==> src/verilog/sumc_pkg.sv <==
// constants for the two-channel supply undervoltage monitor
// assumes a 250 MHz system clock and a 32-bit AHB-Lite register bus
package sumc_pkg;

    // ************************************************
    // register offsets
    // ************************************************
    localparam logic [7:0] OFF_CTRL_A   = 8'h00;
    localparam logic [7:0] OFF_CTRL_B   = 8'h04;
    localparam logic [7:0] OFF_EVT_STAT = 8'h08;
    localparam logic [7:0] OFF_EVT_MASK = 8'h0C;

    // ************************************************
    // monitor control fields
    // ************************************************
    localparam int BIT_BELOW      = 7;
    localparam int BIT_RST_ALLOW  = 6;
    localparam int BIT_IRQ_ALLOW  = 5;
    localparam int BIT_EDGE       = 4;
    localparam int BIT_CODE_HI    = 3;
    localparam int BIT_CODE_LO    = 1;
    localparam int BIT_ENABLE     = 0;
    localparam logic [7:0] CTRL_WR_MASK = 8'h6F;
    localparam logic [7:0] CTRL_A_RST   = 8'h49;
    localparam logic [7:0] CTRL_B_RST   = 8'h06;
    localparam logic [1:0] EVT_MASK_RST = 2'h0;

    // ************************************************
    // threshold codes of monitor a
    // ************************************************
    localparam logic [2:0] CODE_A_2V0 = 3'h4;
    localparam logic [2:0] CODE_A_2V1 = 3'h5;

    // ************************************************
    // timing
    // ************************************************
    localparam int CLK_PERIOD_PS  = 4000;
    localparam int DETECT_TIME_PS = 100000000;
    localparam int DETECT_CYCLES_DFLT =
        (DETECT_TIME_PS + CLK_PERIOD_PS - 1) / CLK_PERIOD_PS;
    localparam int DET_CNT_W = 15;

    localparam logic [1:0] HTRANS_NONSEQ = 2'h2;
    localparam logic       HRESP_OKAY    = 1'h0;

endpackage

==> src/verilog/sumc_top.sv <==
// two supply undervoltage monitors with AHB-Lite registers
// assumes comparator outputs are async levels, high when supply is low
`timescale 1ns/100ps
module sumc_top #(
    parameter int DETECT_CYCLES = sumc_pkg::DETECT_CYCLES_DFLT
) (
    // clock and reset
    input  wire  logic        ref_clk,
    input  wire  logic        sys_rst,
    // ahb-lite slave
    input  wire  logic        hsel,
    input  wire  logic [31:0] haddr,
    input  wire  logic [1:0]  htrans,
    input  wire  logic        hwrite,
    input  wire  logic [2:0]  hsize,
    input  wire  logic [31:0] hwdata,
    input  wire  logic        hready,
    output logic              hreadyout,
    output logic [31:0]       hrdata,
    output logic              hresp,
    // analog comparator side
    input  wire  logic [1:0]  supplyBelowRaw,
    input  wire  logic [1:0]  irqEdgeChoice,
    output logic [1:0]        monitorEnable,
    output logic [5:0]        thresholdCode,
    // system side
    output logic              resetReq,
    output logic              nmiUndervoltageIrq,
    output logic              intLevel
);
    import sumc_pkg::*;

    // ************************************************
    // decode helpers
    // ************************************************
    function automatic logic codeValid(input int mon, input logic [2:0] code);
        codeValid = (mon != 0) || (code == CODE_A_2V0) || (code == CODE_A_2V1);
    endfunction

    function automatic logic [7:0] ctrlRst(input int mon);
        ctrlRst = (mon == 0) ? CTRL_A_RST : CTRL_B_RST;
    endfunction

    // ************************************************
    // bus slave
    // ************************************************
    logic [7:0]  ctrl [2];
    logic [1:0]  evtStat;
    logic [1:0]  evtMask;
    logic [1:0]  belowSync;
    logic [1:0]  evtHit;
    logic        wrPend;
    logic [7:0]  wrAddr;
    logic        accept;
    logic        rdStat;
    logic [7:0]  aOff;

    assign accept = hsel && hready && (htrans == HTRANS_NONSEQ);
    assign aOff = haddr[7:0];
    assign rdStat = accept && !hwrite && (aOff == OFF_EVT_STAT) && (haddr[31:8] == 24'h0);
    assign hreadyout = 1'b1;
    assign hresp = HRESP_OKAY;

    function automatic logic [7:0] ctrlView(input int mon);
        logic [7:0] v;
        v = ctrl[mon] & CTRL_WR_MASK;
        v[BIT_BELOW] = belowSync[mon];
        v[BIT_EDGE] = irqEdgeChoice[mon];
        ctrlView = v;
    endfunction

    always_ff @(posedge ref_clk) begin
        if (sys_rst) begin
            wrPend <= 1'b0;
            wrAddr <= 8'h00;
        end else if (hready) begin
            wrPend <= accept && hwrite && (haddr[31:8] == 24'h0);
            wrAddr <= aOff;
        end
    end

    // read data captured at the address phase edge
    always_ff @(posedge ref_clk) begin
        if (sys_rst) begin
            hrdata <= 32'h0;
        end else if (accept && !hwrite) begin
            hrdata <= 32'h0;
            if (haddr[31:8] == 24'h0) begin
                unique case (aOff)
                    OFF_CTRL_A:   hrdata[7:0] <= ctrlView(0);
                    OFF_CTRL_B:   hrdata[7:0] <= ctrlView(1);
                    OFF_EVT_STAT: hrdata[1:0] <= evtStat;
                    OFF_EVT_MASK: hrdata[1:0] <= evtMask;
                    default:      hrdata <= 32'h0;
                endcase
            end
        end
    end

    // ************************************************
    // control registers
    // ************************************************
    always_ff @(posedge ref_clk) begin
        if (sys_rst) begin
            ctrl[0] <= CTRL_A_RST;
            ctrl[1] <= CTRL_B_RST;
        end else if (wrPend && (wrAddr == OFF_CTRL_A)) begin
            ctrl[0] <= hwdata[7:0] & CTRL_WR_MASK;
        end else if (wrPend && (wrAddr == OFF_CTRL_B)) begin
            ctrl[1] <= hwdata[7:0] & CTRL_WR_MASK;
        end
    end

    always_ff @(posedge ref_clk) begin
        if (sys_rst) begin
            evtMask <= EVT_MASK_RST;
        end else if (wrPend && (wrAddr == OFF_EVT_MASK)) begin
            evtMask <= hwdata[1:0];
        end
    end

    // sticky events, read clears, a new event wins
    always_ff @(posedge ref_clk) begin
        if (sys_rst) begin
            evtStat <= 2'h0;
        end else begin
            evtStat <= (rdStat ? 2'h0 : evtStat) | evtHit;
        end
    end

    assign intLevel = |(evtStat & evtMask);

    // ************************************************
    // monitors
    // ************************************************
    logic [1:0] syncFirst;
    logic [1:0] active;
    logic [1:0] qual;
    logic [1:0] qualPrev;
    logic [1:0] rstHit;
    logic [DET_CNT_W-1:0] lowCnt [2];

    localparam logic [DET_CNT_W-1:0] CNT_LAST = DET_CNT_W'(DETECT_CYCLES - 1);

    genvar gi;
    generate
        for (gi = 0; gi < 2; gi++) begin : g_mon
            logic rise;
            logic fall;

            // two-stage synchroniser
            always_ff @(posedge ref_clk) begin
                if (sys_rst) begin
                    syncFirst[gi] <= 1'b0;
                    belowSync[gi] <= 1'b0;
                end else begin
                    syncFirst[gi] <= supplyBelowRaw[gi];
                    belowSync[gi] <= syncFirst[gi];
                end
            end

            assign active[gi] = ctrl[gi][BIT_ENABLE] &&
                codeValid(gi, ctrl[gi][BIT_CODE_HI:BIT_CODE_LO]);
            assign monitorEnable[gi] = active[gi];
            assign thresholdCode[gi*3 +: 3] = ctrl[gi][BIT_CODE_HI:BIT_CODE_LO];

            // low level must persist; release has no hold-off
            always_ff @(posedge ref_clk) begin
                if (sys_rst || !active[gi] || !belowSync[gi]) begin
                    lowCnt[gi] <= '0;
                    qual[gi] <= 1'b0;
                end else if (lowCnt[gi] == CNT_LAST) begin
                    qual[gi] <= 1'b1;
                end else begin
                    lowCnt[gi] <= lowCnt[gi] + 1'b1;
                end
            end

            always_ff @(posedge ref_clk) begin
                if (sys_rst) begin
                    qualPrev[gi] <= 1'b0;
                end else begin
                    qualPrev[gi] <= qual[gi];
                end
            end

            assign rise = qual[gi] && !qualPrev[gi];
            assign fall = !qual[gi] && qualPrev[gi] && active[gi];
            assign rstHit[gi] = qual[gi] && ctrl[gi][BIT_RST_ALLOW];
            assign evtHit[gi] = ctrl[gi][BIT_IRQ_ALLOW] && (rise ||
                (fall && irqEdgeChoice[gi] && !ctrl[gi][BIT_RST_ALLOW]));

        end
    endgenerate

    // ************************************************
    // system outputs
    // ************************************************
    assign resetReq = |rstHit;

    always_ff @(posedge ref_clk) begin
        if (sys_rst) begin
            nmiUndervoltageIrq <= 1'b0;
        end else begin
            nmiUndervoltageIrq <= |evtHit;
        end
    end
endmodule

==> config.mk <==
export PLATFORM = sky130hd
export DESIGN_NAME = sumc_top
export DESIGN_NICKNAME = d
export VERILOG_FILES = /design/src/verilog/sumc_pkg.sv /design/src/verilog/sumc_top.sv
export SDC_FILE = /design/constraint.sdc
export NUM_CORES = 1
export LEC_CHECK = 0
export BUFFER_PORTS_ARGS = -buffer_cell sky130_fd_sc_hd__buf_2
export CAP_MARGIN = 20
export CORE_MARGIN = 2
export CORE_UTILIZATION = 40
export CTS_BUF_LIST = sky130_fd_sc_hd__clkbuf_2 sky130_fd_sc_hd__clkbuf_4 sky130_fd_sc_hd__clkbuf_8
export CTS_CLUSTER_SIZE = 16
export DETAILED_ROUTE_END_ITERATION = 8
export HOLD_SLACK_MARGIN = 0.1
export PLACE_DENSITY = 0.66
export SLEW_MARGIN = 10
export SYNTH_ARGS = -nofsm -noshare
export SYNTH_HDL_FRONTEND = slang
export SYNTH_SLANG_ARGS = --single-unit
==> constraint.sdc <==
create_clock -name ref_clk -period 3.25 [get_ports ref_clk]
set_input_delay 0.1625 -clock ref_clk [delete_from_list [all_inputs] [get_ports ref_clk]]
set_output_delay 0.1625 -clock ref_clk [all_outputs]
set_load 0.02 [all_outputs]
==> summary.txt <==
Power
  • Sequential power share: 0.520
  • Total Power: 1.88 mW
  • Switching Share: 0.222
  • Internal power: 1.46 mW
  • PwrDens: 432 mW/mm^2
  • Leakage: 1.74 nW
  • Max IR drop VDD: 253 uV
  • Sw power: 0.416 mW
  • Clock share of power: 0.413
  • Combinational cell fraction of total power: 0.067

CTS
  • Clock Pin Slew Worst Setup and Hold Paths: 0.07 ns
  • # H-tree levels: 3
  • Clock tree buffer depth: 2
  • Hold-fix buffers at CTS: 14
  • TritonCTS clock tree: yes
  • Post-CTS Resized: 0
  • CTS Buf Count: 9
  • Post-CTS Setup Repair Bufs: 0
  • Root Driver: clkbuf_8
  • Worst skew pair latency: around 0.34 ns
  • Clk sinks: between 70 and 80

STA
  • Period Utilization, post-route: 0.696
  • Setup violations, final: 0
  • RSZ-0062 raised after global routing: false
  • Minimum clock period: roughly 2.3 ns
  • Setup Skew: 0.00989 ns
  • Max-slew headroom: 0.443
  • Hold slack: around 0.15 ns
  • Fmax: 0.442 GHz
  • Endpoints failing hold: 0
  • Least-Margin Pin Slew: a little over 0.8 ns
  • Worst setup margin: about 0.99 ns
  • Slew Limit Fails: 0
  • Post-route setup TNS: 0 ns

Critical path
  • Crit Path Max Fanout: 15
  • CP Launch Type: flop
  • Crit path kind: flop to flop
  • Worst path arrival time: 2.09 ns
  • CP Data Required Time: 3.08 ns
  • Crit end category: flop
  • Launch point of the worst path: lowCnt[1][3]$_SDFFCE_PN0P_
  • Worst R2R Start: lowCnt[1][3]$_SDFFCE_PN0P_

Status
  • Status: completed

Synthesis
  • Leading register cell type out of synthesis: edfxtp_1
  • Ranking of synthesized cells by area: edfxtp_1 33%, dfxtp_1 16%, buf_4 7.0%, nor2_1 5.6%, mux2i_1 4.2%
  • EDFF count, synth: 42
  • Yosys top cell by area: edfxtp_1
  • Distinct cells, synth: 47
  • Async SR Flop Fraction: 0
  • Register area share after synthesis: 0.493
  • Post-Syn Instances: 362
  • FF+latch count, synth: just over 70
  • Syn. warnings: 0
  • Synth top area share: 0.334
  • Top cells by count, synth: 56 x nor2_1, 42 x edfxtp_1, 35 x buf_4
  • Post-Syn Area: 0.00378 mm^2
  • Syn Area/Cell: 10.4 um^2
  • Most frequent cell after synthesis: nor2_1

Placement
  • # port buffers: 67
  • Pre-CTS setup slack: 0.960 ns
  • Hpwl dp: 5350 um
  • Routability cong.: 0.829

Floorplanning
  • Chip height: around 100 um
  • Core region area: about 0.0092 mm^2
  • Die width: about 100 um
  • I/O Pins: approximately 120
  • Row count: 35
  • Overall die area: between 0.01 and 0.015 mm^2
  • Initial Utilization: 0.411

Global route
  • Gr busiest metal: met2
  • Vias in the first global route: 2725
  • Met1 Track Usage GR: 0.191
  • Grt total ovfl: 0
  • Number of antenna violations at the first check in global routing: 0
  • GRT Overall Usage: 0.156
  • Pin count of the biggest net entering global routing: between 40 and 50
  • Met2 Use GR: 0.264
  • Global Route met3 Usage: 0.0283
  • First-pass GRT wire length: about 13000 um

Routing
  • WL per Instance: 13.8 um
  • DRT Wirelength: 7540 um
  • Via count: 2738
  • Routed Antenna Nets: 0
  • Vias/cell: 5.01
  • Drt pass-1 iters: 4
  • DRC: 0
  • 1st-iter DRT viols: 132

Final layout
  • Share of layout cells above drive strength 1: 0.209
  • Synthesis-to-finish area growth: 15.0%
  • Nets: approximately 510
  • Fin util: 0.472
  • Diodes inserted: 0
  • Filler instances: 862

Worst hold path
  • Min-delay worst type: input pin to flop
  • Min-delay src: hwdata[5]

Run
  • Max cap viols: 0
## layer usage
layer,wire [um],part of all wire
met1,3290,0.44
met2,3790,0.50
met3,318,0.042
met4,145,0.019
met5,0,0
## layout make-up
cell class | count | area [um^2] | share of cell area
inverter | 4 | 15.0 | 0.00346
tap | 111 | 139 | 0.0320
timing repair buffer | 81 | 475 | 0.109
clock buffer | 10 | 131 | 0.0302
sequential | 72 | 1860 | 0.429
multi-input combinational | 263 | 1640 | 0.377
clock inverter | 6 | 82.6 | 0.0190
## critical path, stage by stage, from the launching register on
cell and delay (ns):
edfxtp_1 0.50, nor4bb_1 0.30, and4_1 0.28, nand4b_1 0.67
## power by group through the flow
stage	Sequential, mW	Combinational, mW	Clock, mW
6_report	0.975	0.126	0.774
5_1_grt	0.976	0.139	0.824
4_1_cts	0.975	0.127	0.792
3_5_place_dp	0.996	0.114	0
3_3_place_gp	0.996	0.112	0
2_1_floorplan	0.993	0.103	0
## registers in the layout, indices dropped and copies added, names as in the netlist, 8 cells and up
| register | cells |
|---|---|
| lowCnt | 30 |
| wrAddr | 8 |
| hrdata | 8 |
| ctrl | 12 |
## final timing paths
kind                                end  slack (ns)  cells after the start
max          lowCnt[1][3]$_SDFFCE_PN0P_        0.99                      3
min               ctrl[0][10]$_DFFE_PP_        0.15                      2
max reg2reg  lowCnt[1][3]$_SDFFCE_PN0P_        0.99                      3
min reg2reg     belowSync[1]$_SDFF_PP0_        0.45                      1
## logic make-up (layout without fill, tap and decap cells)
logic type / Yosys count / in the layout / synth area share
AO/OA/AOI/OAI: 21 / 21 / 0.0354
XOR/XNOR: 25 / 25 / 0.0580
adder cells (fa/ha/maj): 2 / 2 / 0.00662
buffers and inverters: 51 / 101 / 0.0971
flip-flops: 72 / 72 / 0.493
multiplexers: 18 / 18 / 0.0543
other: 2 / 26 / 0.00199
AND/OR/NAND/NOR: 171 / 171 / 0.254
## cells in the final DEF, fill, tap and decap left out, types with 3 or more instances in the layout
master         instances
buf_2                 67
nor2_1                56
edfxtp_1              42
dfxtp_1               30
conb_1                26
nand4_1               16
mux2i_1               16
nand2_1               15
dlygate4sd3_1         14
xnor2_1               13
xor2_1                12
nand3_1               11
nor4_1                10
nor2b_1               10
a21oi_1                9
clkbuf_8               9
and4_1                 8
and2_1                 7
or3_1                  6
nand2b_1               5
nor3_1                 4
inv_1                  4
nor4b_1                3
nand3b_1               3
and3_1                 3
o21ai_0                3
## through the flow
| step | std cells | cell area (um^2) |
|---|---|---|
| finish | 547 | 4340 |
| global route | 547 | 4340 |
| CTS | 547 | 4340 |
| detailed placement | 517 | 3990 |
| global placement | 517 | 3990 |
| floorplan | 386 | 3870 |
Power figures use the tool's default switching activity.
